## config.mk

```make
export PLATFORM = sky130hd
export DESIGN_NAME = pcrc_top
export DESIGN_NICKNAME = d
export VERILOG_FILES = /design/src/design/pcrc_pkg.sv /design/src/design/pcrc_step_if.sv /design/src/design/pcrc_top.sv /design/src/design/pcrc_engine.sv
export VERILOG_INCLUDE_DIRS = /design/src /design/src/design
export SDC_FILE = /design/constraint.sdc
export NUM_CORES = 1
export LEC_CHECK = 0
export ABC_CLOCK_PERIOD_IN_PS = 7800
export BUFFER_PORTS_ARGS = -buffer_cell sky130_fd_sc_hd__buf_2
export CORE_MARGIN = 1
export CORE_UTILIZATION = 46
export DETAILED_ROUTE_END_ITERATION = 6
export SYNTH_ARGS = -nofsm -noshare
export SYNTH_HDL_FRONTEND = slang
export SYNTH_HIERARCHICAL = 1
export SYNTH_SLANG_ARGS = --single-unit
```

## constraint.sdc

```tcl
create_clock -name pclk -period 7.8 [get_ports pclk]
set_clock_uncertainty 0.1 [all_clocks]
set_input_delay 1.56 -clock pclk [delete_from_list [all_inputs] [get_ports pclk]]
set_output_delay 1.56 -clock pclk [all_outputs]
set_load 0.01 [all_outputs]
```

## src/design/pcrc_params.svh

```systemverilog
// Purpose: Register map, field positions and reset values of the CRC engine.
// Assumes: 32-bit APB data, each 16-bit register in the low half of one word.
// Notes:   Definitions only.
//
// Notes on behaviour
// - Input word width is the five-bit width field plus one, 1 to 32.
// - FIFO depth is 4 above width field 15, 8 for 8..15, else 16.
// - Narrow words are written to the low data register; bits above the width are ignored.
// - Valid-word count rises on the write covering the word's top bit.
// - Shifting starts with start set and count nonzero; each pop decrements count.
// - The engine shifts two bits per cycle; a 32-bit word takes 16 cycles.
// - Full flag asserts when the count reaches the width's depth.
// - Empty flag asserts while the count is zero; it reads one after reset.
// - Enable low empties the FIFO, zeroes the count and resets working state.
// - Direction bit 3 selects MSb first or LSb first; result stays normal.
// - With select zero, an interrupt fires when the count goes one to zero.
// - With select one, an interrupt fires when hardware clears start.
// - Hardware clears the start bit when the calculation completes.
// - Polynomial length is the five-bit length field plus one.
// - Low term register holds X15..X1, bit 0 zero; high holds X31..X16.
// - Idle-stop bit 13 halts the engine in device idle when set.
// - Each set term bit adds an XOR feedback tap at that exponent.
// - The zero term is always applied; the top term is implied.
`ifndef PCRC_PARAMS_SVH
`define PCRC_PARAMS_SVH

// ==========================================================================
// Register offsets
`define PCRC_OFF_CTRL1     12'h000
`define PCRC_OFF_CTRL2     12'h004
`define PCRC_OFF_TERMS_LO  12'h008
`define PCRC_OFF_TERMS_HI  12'h00C
`define PCRC_OFF_DATA_LO   12'h010
`define PCRC_OFF_DATA_HI   12'h014
`define PCRC_OFF_RESULT_LO 12'h018
`define PCRC_OFF_RESULT_HI 12'h01C

// ==========================================================================
// Field positions
`define PCRC_C1_EN        15
`define PCRC_C1_IDLE_STOP 13
`define PCRC_C1_CNT_HI    12
`define PCRC_C1_CNT_LO    8
`define PCRC_C1_FULL      7
`define PCRC_C1_EMPTY     6
`define PCRC_C1_ISEL      5
`define PCRC_C1_GO        4
`define PCRC_C1_LSB       3
`define PCRC_C2_DW_HI     12
`define PCRC_C2_DW_LO     8
`define PCRC_C2_PL_HI     4
`define PCRC_C2_PL_LO     0

// ==========================================================================
// Reset values and depths
`define PCRC_RST_HALF   16'h0000
`define PCRC_RST_WORD   32'h0000_0000
`define PCRC_RST_FIELD  5'h00
`define PCRC_DEPTH_WIDE 5'h04
`define PCRC_DEPTH_MID  5'h08
`define PCRC_DEPTH_NARR 5'h10

`endif

```

## src/design/pcrc_pkg.sv

```systemverilog
// Purpose: Types shared by the CRC engine modules.
// Assumes: Nothing beyond the parameter header.
// Notes:   Gray-coded state along idle to shift.
package pcrc_pkg;

  typedef enum logic [0:0] {
    PCRC_IDLE  = 1'b0,
    PCRC_SHIFT = 1'b1
  } pcrc_state_t;

  typedef logic [31:0] pcrc_word_t;

endpackage

```

## src/design/pcrc_step_if.sv

```systemverilog
// Purpose: Carries one two-bit step request between control and feedback logic.
// Assumes: Purely combinational exchange within one clock.
// Notes:   din[1] is the first bit applied.
`timescale 1ns/1ps
interface pcrc_step_if;
  import pcrc_pkg::*;
  pcrc_word_t  crc_in;
  pcrc_word_t  taps;
  logic [4:0]  poly_len;
  logic [1:0]  din;
  logic        two_bits;
  pcrc_word_t  crc_out;

  modport ctrl (output crc_in, taps, poly_len, din, two_bits, input crc_out);
  modport eng  (input crc_in, taps, poly_len, din, two_bits, output crc_out);
endinterface

```

## src/design/pcrc_top.sv

```systemverilog
// Purpose: Programmable CRC generator with input FIFO behind an APB slave.
// Assumes: Zero-latency decode; every access answers in its second access cycle.
// Notes:   Registers are 16 bits wide in the low half of each word.
`timescale 1ns/1ps
`include "pcrc_params.svh"
module pcrc_top
  import pcrc_pkg::*;
(
  // Clock and reset
  input  wire logic        pclk,
  input  wire logic        presetn,
  // APB slave
  input  wire logic        psel,
  input  wire logic        penable,
  input  wire logic        pwrite,
  input  wire logic [11:0] paddr,
  input  wire logic [31:0] pwdata,
  output logic      [31:0] prdata,
  output logic             pready,
  output logic             pslverr,
  // Device power state and event
  input  wire logic        device_idle,
  output logic             crc_irq
);

  // ========================================================================
  // Helpers
  function automatic logic [4:0] fifo_depth(logic [4:0] dw);
    if (dw > 5'd15) begin
      return `PCRC_DEPTH_WIDE;
    end else if (dw > 5'd7) begin
      return `PCRC_DEPTH_MID;
    end
    return `PCRC_DEPTH_NARR;
  endfunction

  function automatic pcrc_word_t width_mask(logic [4:0] dw);
    return 32'hFFFF_FFFF >> (5'd31 - dw);
  endfunction

  // ========================================================================
  // State
  logic             en_q;
  logic             idle_stop_q;
  logic             isel_q;
  logic             go_q;
  logic             lsb_q;
  logic [4:0]       dw_q;
  logic [4:0]       poly_length_field_q;
  logic [15:1]      terms_lo_q;
  logic [15:0]      terms_hi_q;
  pcrc_word_t       stage_q;
  pcrc_word_t       fifo_mem [16];
  logic [3:0]       wr_ptr_q;
  logic [3:0]       rd_ptr_q;
  logic [4:0]       cnt_q;
  logic [4:0]       cnt_d;
  pcrc_state_t      st_q;
  pcrc_state_t      st_d;
  pcrc_word_t       buf_q;
  pcrc_word_t       buf_d;
  logic [5:0]       bits_q;
  logic [5:0]       bits_d;
  pcrc_word_t       crc_q;
  pcrc_word_t       crc_d;
  logic             go_d;
  logic             irq_d;
  logic             pready_q;
  logic             pslverr_q;
  logic [31:0]      prdata_q;

  // ========================================================================
  // APB decode
  wire        acc_first = psel & penable & ~pready_q;
  wire        wr_fire   = psel & penable & pready_q & pwrite;
  wire        sel_c1    = (paddr == `PCRC_OFF_CTRL1);
  wire        sel_c2    = (paddr == `PCRC_OFF_CTRL2);
  wire        sel_tlo   = (paddr == `PCRC_OFF_TERMS_LO);
  wire        sel_thi   = (paddr == `PCRC_OFF_TERMS_HI);
  wire        sel_dlo   = (paddr == `PCRC_OFF_DATA_LO);
  wire        sel_dhi   = (paddr == `PCRC_OFF_DATA_HI);
  wire        sel_rlo   = (paddr == `PCRC_OFF_RESULT_LO);
  wire        sel_rhi   = (paddr == `PCRC_OFF_RESULT_HI);
  wire        sel_any   = sel_c1 | sel_c2 | sel_tlo | sel_thi |
                          sel_dlo | sel_dhi | sel_rlo | sel_rhi;
  wire        wr_c1     = wr_fire & sel_c1;
  wire        wr_c2     = wr_fire & sel_c2;
  wire        wr_dlo    = wr_fire & sel_dlo & en_q;
  wire        wr_dhi    = wr_fire & sel_dhi & en_q;
  wire        wr_rlo    = wr_fire & sel_rlo & en_q;
  wire        wr_rhi    = wr_fire & sel_rhi & en_q;

  // ========================================================================
  // FIFO fill side
  wire [4:0]  depth     = fifo_depth(dw_q);
  wire        full      = (cnt_q >= depth);
  wire        empty     = (cnt_q == 5'd0);
  wire        wide_word = (dw_q > 5'd15);
  wire [31:0] stage_new = {wr_dhi ? pwdata[15:0] : stage_q[31:16],
                           wr_dlo ? pwdata[15:0] : stage_q[15:0]};
  wire        push_req  = (wr_dlo & ~wide_word) | (wr_dhi & wide_word);
  wire        push      = push_req & ~full;
  wire [31:0] push_word = stage_new & width_mask(dw_q);

  // ========================================================================
  // Engine side
  wire        run       = en_q & ~(idle_stop_q & device_idle);
  wire        last_bits = (bits_q <= 6'd2);
  wire        start_pop = (st_q == PCRC_IDLE) & go_q & ~empty;
  wire        next_pop  = (st_q == PCRC_SHIFT) & go_q & last_bits & ~empty;
  wire        pop       = run & (start_pop | next_pop);
  wire        finish    = run & (st_q == PCRC_SHIFT) & go_q & last_bits & empty;
  wire [31:0] pop_word  = fifo_mem[rd_ptr_q];
  wire [31:0] pop_align = lsb_q ? pop_word : (pop_word << (5'd31 - dw_q));
  wire [5:0]  width_bits = {1'b0, dw_q} + 6'd1;

  pcrc_step_if step_if ();

  assign step_if.crc_in   = crc_q;
  assign step_if.taps     = {terms_hi_q, terms_lo_q, 1'b1};
  assign step_if.poly_len = poly_length_field_q;
  assign step_if.din      = lsb_q ? {buf_q[0], buf_q[1]} : {buf_q[31], buf_q[30]};
  assign step_if.two_bits = (bits_q != 6'd1);

  pcrc_engine u_engine (
    .step (step_if)
  );

  // ========================================================================
  // Next-state logic
  always_comb begin
    st_d   = st_q;
    buf_d  = buf_q;
    bits_d = bits_q;
    crc_d  = crc_q;
    go_d   = go_q;
    irq_d  = 1'b0;
    cnt_d  = cnt_q + {4'd0, push} - {4'd0, pop};
    if (run && st_q == PCRC_SHIFT && go_q) begin
      crc_d = step_if.crc_out;
      if (step_if.two_bits) begin
        buf_d  = lsb_q ? (buf_q >> 2) : (buf_q << 2);
        bits_d = bits_q - 6'd2;
      end else begin
        bits_d = 6'd0;
      end
    end
    if (run && st_q == PCRC_SHIFT && !go_q) begin
      st_d = PCRC_IDLE;
    end
    if (pop) begin
      buf_d  = pop_align;
      bits_d = width_bits;
      st_d   = PCRC_SHIFT;
    end
    if (finish) begin
      go_d = 1'b0;
      st_d = PCRC_IDLE;
      irq_d = isel_q;
    end
    if (!isel_q && cnt_q == 5'd1 && cnt_d == 5'd0) begin
      irq_d = 1'b1;
    end
    if (wr_c1) begin
      go_d = pwdata[`PCRC_C1_GO];
    end
    if (wr_rlo) begin
      crc_d[15:0] = pwdata[15:0];
    end
    if (wr_rhi) begin
      crc_d[31:16] = pwdata[15:0];
    end
    if (!en_q) begin
      st_d   = PCRC_IDLE;
      buf_d  = `PCRC_RST_WORD;
      bits_d = 6'd0;
      crc_d  = `PCRC_RST_WORD;
      cnt_d  = `PCRC_RST_FIELD;
      irq_d  = 1'b0;
      if (!wr_c1) begin
        go_d = 1'b0;
      end
    end
  end

  // ========================================================================
  // Read data
  wire [15:0] c1_rd = {en_q, 1'b0, idle_stop_q, cnt_q, full, empty,
                       isel_q, go_q, lsb_q, 3'b000};
  wire [15:0] c2_rd = {3'b000, dw_q, 3'b000, poly_length_field_q};
  wire [15:0] rd_half = sel_c1  ? c1_rd :
                        sel_c2  ? c2_rd :
                        sel_tlo ? {terms_lo_q, 1'b0} :
                        sel_thi ? terms_hi_q :
                        sel_dlo ? stage_q[15:0] :
                        sel_dhi ? stage_q[31:16] :
                        sel_rlo ? crc_q[15:0] :
                        sel_rhi ? crc_q[31:16] : `PCRC_RST_HALF;

  // ========================================================================
  // Bus answer registers
  always_ff @(posedge pclk or negedge presetn) begin
    if (!presetn) begin
      pready_q  <= 1'b0;
      pslverr_q <= 1'b0;
      prdata_q  <= `PCRC_RST_WORD;
    end else begin
      pready_q  <= acc_first;
      pslverr_q <= acc_first & ~sel_any;
      prdata_q  <= (acc_first & ~pwrite) ? {16'h0000, rd_half} : `PCRC_RST_WORD;
    end
  end

  // ========================================================================
  // Configuration registers, kept across enable changes
  always_ff @(posedge pclk or negedge presetn) begin
    if (!presetn) begin
      en_q        <= 1'b0;
      idle_stop_q <= 1'b0;
      isel_q      <= 1'b0;
      lsb_q       <= 1'b0;
      dw_q        <= `PCRC_RST_FIELD;
      poly_length_field_q      <= `PCRC_RST_FIELD;
      terms_lo_q  <= 15'h0000;
      terms_hi_q  <= `PCRC_RST_HALF;
    end else begin
      if (wr_c1) begin
        en_q        <= pwdata[`PCRC_C1_EN];
        idle_stop_q <= pwdata[`PCRC_C1_IDLE_STOP];
        isel_q      <= pwdata[`PCRC_C1_ISEL];
        lsb_q       <= pwdata[`PCRC_C1_LSB];
      end
      if (wr_c2) begin
        dw_q   <= pwdata[`PCRC_C2_DW_HI:`PCRC_C2_DW_LO];
        poly_length_field_q <= pwdata[`PCRC_C2_PL_HI:`PCRC_C2_PL_LO];
      end
      if (wr_fire && sel_tlo) begin
        terms_lo_q <= pwdata[15:1];
      end
      if (wr_fire && sel_thi) begin
        terms_hi_q <= pwdata[15:0];
      end
    end
  end

  // ========================================================================
  // Working state, cleared while the module is disabled
  always_ff @(posedge pclk or negedge presetn) begin
    if (!presetn) begin
      st_q     <= PCRC_IDLE;
      buf_q    <= `PCRC_RST_WORD;
      bits_q   <= 6'd0;
      crc_q    <= `PCRC_RST_WORD;
      cnt_q    <= `PCRC_RST_FIELD;
      go_q     <= 1'b0;
      crc_irq  <= 1'b0;
    end else begin
      st_q     <= st_d;
      buf_q    <= buf_d;
      bits_q   <= bits_d;
      crc_q    <= crc_d;
      cnt_q    <= cnt_d;
      go_q     <= go_d;
      crc_irq  <= irq_d;
    end
  end

  // ========================================================================
  // FIFO pointers and staging word
  always_ff @(posedge pclk or negedge presetn) begin
    if (!presetn) begin
      wr_ptr_q <= 4'h0;
      rd_ptr_q <= 4'h0;
      stage_q  <= `PCRC_RST_WORD;
    end else if (!en_q) begin
      wr_ptr_q <= 4'h0;
      rd_ptr_q <= 4'h0;
      stage_q  <= `PCRC_RST_WORD;
    end else begin
      stage_q <= stage_new;
      if (push) begin
        wr_ptr_q <= wr_ptr_q + 4'h1;
      end
      if (pop) begin
        rd_ptr_q <= rd_ptr_q + 4'h1;
      end
    end
  end

  // Storage has no reset; the pointers guard against stale words.
  always_ff @(posedge pclk) begin
    if (push) begin
      fifo_mem[wr_ptr_q] <= push_word;
    end
  end

  assign prdata  = prdata_q;
  assign pready  = pready_q;
  assign pslverr = pslverr_q;

endmodule

```

## src/design/pcrc_engine.sv

```systemverilog
// Purpose: Feedback network advancing the CRC state by one or two bits.
// Assumes: taps bit 0 is already forced to one by the caller.
// Notes:   Bits above the polynomial length are held at zero.
`timescale 1ns/1ps
module pcrc_engine
  import pcrc_pkg::*;
(
  // Step request and result
  pcrc_step_if.eng step
);

  // ========================================================================
  // One bit of a normal, non-reflected CRC
  function automatic pcrc_word_t crc_bit(pcrc_word_t cur, pcrc_word_t taps,
                                         logic [4:0] poly_length_field, logic b);
    pcrc_word_t mask;
    pcrc_word_t nxt;
    logic       fb;
    mask = 32'hFFFF_FFFF >> (5'd31 - poly_length_field);
    fb   = cur[poly_length_field] ^ b;
    nxt  = {cur[30:0], 1'b0};
    if (fb) begin
      nxt = nxt ^ taps;
    end
    return nxt & mask;
  endfunction

  pcrc_word_t first_w;
  pcrc_word_t second_w;

  assign first_w      = crc_bit(step.crc_in, step.taps, step.poly_len, step.din[1]);
  assign second_w     = crc_bit(first_w, step.taps, step.poly_len, step.din[0]);
  assign step.crc_out = step.two_bits ? second_w : first_w;

endmodule

```

==> flow_summary.yaml, run 1 <==
power_and_ir_drop:
  power.density_nw_per_um2: 297
  peakVddDrop_mv: 0.238
  leakagePower_uw: 0.0134
timing:
  drv_slew: 0
  max_freq_mhz: 168
  fin_crit_ps: 5950
  period_share_pct: 76.3
  timing.hold.ws_ps: 416
  max-slew-margin-rel_pct: 8.74
  finalSetupViolations: 0
  final_hold_viol_count: 0
  rsz0062_at_grt: "no"
  worst_slew_pin_slew_ps: 1360
  setup_total_negative_slack_ps: 0
global_routing:
  track_usage_pct: 31.0
  grt_pass1_vias: 25000
  grt_pass1_wl_um: 175000
  antenna_found_initial: 4
  grt_overflow_total: 0
  grt_max_degree: 121
synth:
  synthArstFlopShare_pct: 26.1
  synth.avg_cell_area_um2: 12.6
  yosys.area.top_type: "edfxtp_1"
  synth.yosys.seq_area_share_pct: 56.6
  synth.top_cell.area_share_pct: 43.8
  synth-edff-count: 512
  syn_inst: 2797
  yosysWarnings: 6
  synth_common_cells: "edfxtp_1 (512), nand2_1 (246), nor2_1 (241)"
  ys.flop_type: "edfxtp_1"
  yosys.cell_types.count: 93
  syn_area_um2: 35100
  synth.area.top_cells: "edfxtp_1 (44%), dfrtp_1 (13%), mux4_2 (8.0%)"
  synth.most_common_cell: "edfxtp_1"
  ys_ff_latch: 693
drt:
  routed_wl_um: 120000
  drt-pass1-iter-count: 7
  drt_iter0_markers: 3034
  drc: 9
  routedWlPerCell_um: 30.9
  vias_per_cell: 6.56
  drt.antenna.violating_nets: 0
  vias: 25400
min_path:
  hold_class: "reg -> reg"
  min_from: "buf_q[12]$_DFFE_PN0P_"
place:
  placed_cell_area_um2: 36600
  dp.cells: 3729
  hpwl_um: 80900
  port_buffers: 52
  place.gp.congestion: 1.00
cells_and_area:
  drive_gt1_share_pct: 18.4
  syn_to_final_growth_pct: 11.6
  finalNonFillerCells: 3875
  finalInstanceArea_um2: 39200
  fin_nets: 2911
  nFillCells: 6403
  insertedDiodeCount: 0
clock_network:
  clk_pin_slew_ps: 60
  cts_sinks: 693
  cts_buffer_depth: 3
  htreeDepth: 3
  clk_latency_ps: 650
  cts_setup_buffers: 0
  cts_buffers: 78
  cts_tree: "done"
  cts_resized: 0
  root_buffer: "clkbuf_16"
  holdBufCountCts: 0
critical_path:
  required_ps: 8030
  arrival_ps: 6180
  critPathCaptureType: "register"
  critPathKind: "in -> reg"
  reg2reg_from: "poly_length_field_q[0]$_DFFE_PN0P_"
  cp_max_fo: 25
  critPathLaunch: "paddr[9]"
  crit_path_start_kind: "input pin"
status:
  status: "finished, violations left"
  failed_checks: "design-rule violations"
flow_run:
  drv_cap: 0
floorplanning:
  die-area_um2: 77500
  chipWidth_um: 278
  start_util_pct: 46.8
  dieHeight_um: 278
  io_pins: 85
  core-area_um2: 75100
  row_count: 100
[where the power goes]
group	internal, uW	switching [uW]
clock	2220	1580
sequential	4130	435
combinational	1230	2060
total	7580	4080
[through the flow]
| stage | total power, uW | utilization [%] | setup slack [ps] |
|---|---|---|---|
| 2_1_floorplan | 6800 | - | 783 |
| 3_3_place_gp | 7850 | 48.7 | 1320 |
| 3_5_place_dp | 7890 | 48.7 | 1190 |
| 4_1_cts | 11700 | 52.2 | 1850 |
| 5_1_grt | 12100 | 52.2 | 1500 |
| 6_report | 11700 | 52.2 | 1850 |
[final timing paths]
path / endpoint / slack (ps) / cells past startpoint
setup / recovery: fifo_mem[10][30]$_DFFE_PP_ / 1850 / 11
hold / removal: buf_q[12]$_DFFE_PN0P_ / 420 / 2
setup reg to reg: crc_q[5]$_DFFE_PN0P_ / 1940 / 17
hold reg to reg: buf_q[12]$_DFFE_PN0P_ / 420 / 2
max in group asynchronous: rd_ptr_q[3]$_DFFE_PN0P_ / 5370 / 2
min in group asynchronous: cnt_q[1]$_DFF_PN0_ / 810 / 1
[cell type report]
class / count / area [um^2] / share of cell area (%)
flip-flops and latches: 693 / 19900 / 50.8
multi-input cells: 1858 / 14200 / 36.3
clock buffers: 97 / 2040 / 5.21
well taps: 969 / 1210 / 3.09
repair buffers: 142 / 970 / 2.47
clock inverters: 49 / 599 / 1.53
inverters: 67 / 251 / 0.641
[cells in the final DEF, fill, tap and decap left out, types with 25 or more instances in the layout]
cell type  synthesis  layout
nor2_1           241     237
nor3_1            54      46
nand3_1           53      53
clkbuf_16          0      78
mux2i_1          201     201
buf_2             23      51
dfrtp_1          181     177
nand2_1          246     246
buf_4             31      88
a22oi_1           26      26
inv_1             58      57
or3_1             25      25
a21oi_1          131     130
mux2_2            83      83
edfxtp_1         512     512
o21ai_0          120     120
mux4_2           125     125
a221oi_1          36      36
a31oi_1           26      26
[sequential cells by signal (all words and copies together) (netlist names), 4 cells and up]
| signal | count |
|---|---|
| fifo_mem | 512 |
| buf_q | 32 |
| crc_q | 32 |
| stage_q | 32 |
| prdata | 16 |
| terms_hi_q | 16 |
| terms_lo_q | 15 |
| bits_q | 6 |
| cnt_q | 5 |
| dw_q | 5 |
| poly_length_field_q | 5 |
| rd_ptr_q | 4 |
| wr_ptr_q | 4 |
[kinds of logic after synthesis]
kind of cell | Yosys count | synth area share [%]
adders and majority gates | 21 | 0.769
other | 2 | 0.0214
DFF | 693 | 56.6
buffers and inverters | 263 | 3.45
muxes | 409 | 16.4
and+or+nand+nor | 801 | 10.7
AOI/OAI and AO/OA | 578 | 11.3
xor gates and xnor gates | 30 | 0.748
[per-layer routing]
metal	vias up	GRT usage [%]	share of wire [%]	wire length, um
met5	-	0	0.052	62
met4	8	13.1	4.6	5480
met3	271	4.15	6.9	8240
met2	1198	50.2	48	56900
met1	13100	41.9	41	49000
li1	10900	-	-	-
[critical path: stages]
cell and delay [ps]:
buf_2 100, nor4_1 400, nand4_1 610, nor4_4 390, buf_4 360, mux2i_1 120, nor2b_1 460, clkinv_1 430
nor3b_1 450, and2_2 870, buf_4 370
Power figures use the tool's default switching activity.
==> run 2, diff against run 1 <==
Settings changed: ABC_CLOCK_PERIOD_IN_PS 7800 to 5300.
Clock period 7.8 ns to 5.3 ns, I/O delays scaled along.
==> run 2 against run 1 <==
  * The flow now finishes without violations
  * Setup slack got worse by 1700 ps
  * Sequential cell count unchanged
  * Non-clock buffer count increased by 75
  * Count of clock-buffer cells in the layout increased by 3
  * Routed wire length increased by 0.37%
  * Hold slack improved by 4.1 ps
  * Combinational power increased by 61%
  * Core utilization increased by 0.71 points
  * Largest cell class unchanged
  * Highest routed layer is now met4
==> flow_summary.yaml, run 2 (synthesis gave the netlist of run 1 again) <==
floorplanning:
  start_util_pct: 46.8
  io_pins: 85
  dieHeight_um: 278
  chipWidth_um: 278
  core-area_um2: 75100
  row_count: 100
  die-area_um2: 77500
timing:
  max_freq_mhz: 194
  drv_slew: 0
  rsz0062_at_grt: "no"
  timing.hold.ws_ps: 421
  final_hold_viol_count: 0
  finalSetupViolations: 0
  worst_slew_pin_slew_ps: 1430
  period_share_pct: 97.4
  fin_crit_ps: 5160
  max-slew-margin-rel_pct: 4.35
power_and_ir_drop:
  p_sw_share_pct: 34.9
  switching_power_uw: 5960
  power.density_nw_per_um2: 430
  combPwrFrac_pct: 31.0
  power_frac_seq_pct: 38.6
  power_frac_clock_pct: 30.5
  leakagePower_uw: 0.0137
  peakVddDrop_mv: 0.383
  power.internal_uw: 11100
clock_network:
  clk_pin_slew_ps: 60
  cts_sinks: 693
  clk_latency_ps: 640
  htreeDepth: 3
  cts_tree: "done"
  cts_buffer_depth: 3
  root_buffer: "clkbuf_16"
  cts_buffers: 76
drt:
  drc: 0
  vias: 25500
  routedWlPerCell_um: 30.5
  drt.antenna.violating_nets: 0
  routed_wl_um: 120000
  drt-pass1-iter-count: 6
  vias_per_cell: 6.49
  drt_iter0_markers: 3059
critical_path:
  arrival_ps: 5590
  path_cells: "buf_4 -> mux2_2 -> a221oi_1 -> and4_2 -> o21ai_4 -> buf_4 -> a21oi_1 -> mux2_2 -> nand3_1 -> o2111ai_1 -> o211a_1 -> a211oi_4 -> buf_4 -> nor3_1 -> or3_1 -> o21ai_0 -> a21oi_1"
  cp_top_family: "compound AO/OA/AOI/OAI gates"
  critPathKind: "reg -> reg"
  crit_top_cell: "buf_4"
  cp_max_fo: 22
  critPathMaxStageDelay_ps: 520
  crit_path_start_kind: "register"
  critPathCaptureType: "register"
  critPathBufInv: 3
  required_ps: 5730
  crit_slowest_cell: "dfrtp_2"
flow_run:
  drv_cap: 0
cells_and_area:
  finalInstanceArea_um2: 39700
  nFillCells: 6396
  syn_to_final_growth_pct: 13.1
  drive_gt1_share_pct: 20.0
  largest_reg_flops: 512
  layout_commonest_cell: "edfxtp_1"
  fin_nets: 2984
  layout_common_cells: "edfxtp_1 (512), nand2_1 (246), nor2_1 (237)"
  top_register: "fifo_mem"
min_path:
  hold_class: "in -> async"
place:
  hpwl_um: 82300
  placed_cell_area_um2: 37300
  port_buffers: 52
  place.gp.congestion: 0.964
global_routing:
  grt_pass1_wl_um: 175000
  grt_pass1_vias: 25000
  antenna_found_initial: 1
  grt_overflow_total: 0
  grt_max_degree: 113
  track_usage_pct: 31.1
status:
  status: "finished, final reports clean"
==> run 2: cell count changes in the layout (fill, tap and decap cells not counted), moves of 3 or more <==
cell	previous run	this run
bufinv_16	10	6
clkbuf_1	17	20
clkinv_2	16	5
buf_12	2	16
buf_4	88	149
==> run 2: path summary, 6_finish.rpt <==
check,endpoint,slack [ps],cells past startpoint,from
worst min-delay path,wr_ptr_q[3]$_DFFE_PN0P_,420,1,presetn
worst max register to register,crc_q[2]$_DFFE_PN0P_,140,17,poly_length_field_q[1]$_DFFE_PN0P_
worst min register to register,buf_q[5]$_DFFE_PN0P_,440,1,buf_q[5]$_DFFE_PN0P_
min in group pclk,buf_q[5]$_DFFE_PN0P_,440,1,buf_q[5]$_DFFE_PN0P_
worst max-delay path,crc_q[2]$_DFFE_PN0P_,140,17,poly_length_field_q[1]$_DFFE_PN0P_
max in group asynchronous,poly_length_field_q[1]$_DFFE_PN0P_,3460,2,presetn
==> run 2: cell type report <==
| type | instances | area [um^2] | share of cell area (%) |
|---|---|---|---|
| sequential | 693 | 19900 | 50.1 |
| clock inverter | 34 | 399 | 1.00 |
| multi-input combinational | 1858 | 14200 | 35.8 |
| inverter | 67 | 251 | 0.633 |
| clock buffer | 100 | 2030 | 5.11 |
| antenna | 1 | 2.50 | 0.00630 |
| tap | 969 | 1210 | 3.05 |
| timing repair buffer | 217 | 1710 | 4.30 |
==> run 2: power by group through the flow <==
stage          logic, uW  registers (uW)  clock network, uW
2_1_floorplan       3610            6420                  0
3_5_place_dp        5210            6690                  0
4_1_cts             5230            6580               5280
3_3_place_gp        5170            6680                  0
5_1_grt             5650            6620               5490
6_report            5290            6590               5210
==> run 2: worst register-to-register path: stages (launching register included) <==
cell and delay [ps]:
dfrtp_2 520, buf_4 210, mux2_2 360, a221oi_1 400, and4_2 440, o21ai_4 110
buf_4 230, a21oi_1 280, mux2_2 370, nand3_1 110, o2111ai_1 240, o211a_1 340
a211oi_4 270, buf_4 330, nor3_1 90, or3_1 370, o21ai_0 180, a21oi_1 90
==> run 2: layer usage <==
metal | part of all wire (%) | up-vias | track usage [%]
li1 | - | 11000 | -
met1 | 42 | 13100 | 43.0
met2 | 47 | 1210 | 49.8
met3 | 6.9 | 216 | 4.54
met4 | 3.8 | 0 | 11.5
met5 | 0 | - | 0
==> run 2: stage by stage <==
step / TNS, ps / total power [uW] / cells / util (%) / worst slack (ps)
floorplan: -171700 / 10000 / 2814 / - / -1220
global placement: 0 / 11900 / 3804 / 49.7 / 112
detailed placement: 0 / 11900 / 3804 / 49.7 / 60.1
CTS: 0 / 17100 / 3938 / 52.9 / 28.0
global route: 0 / 17800 / 3938 / 52.9 / 6.25
finish: 0 / 17100 / 3939 / 52.9 / 139
==> run 2: timing repair <==
| item | CTS | global route |
|---|---|---|
| setup buffers | 0 | 0 |
| hold buffers | 0 | 0 |
| gates resized for setup | 0 | 3 |
| endpoints found under the hold margin | 0 | 0 |
| endpoints found under the setup margin | 0 | 31 |
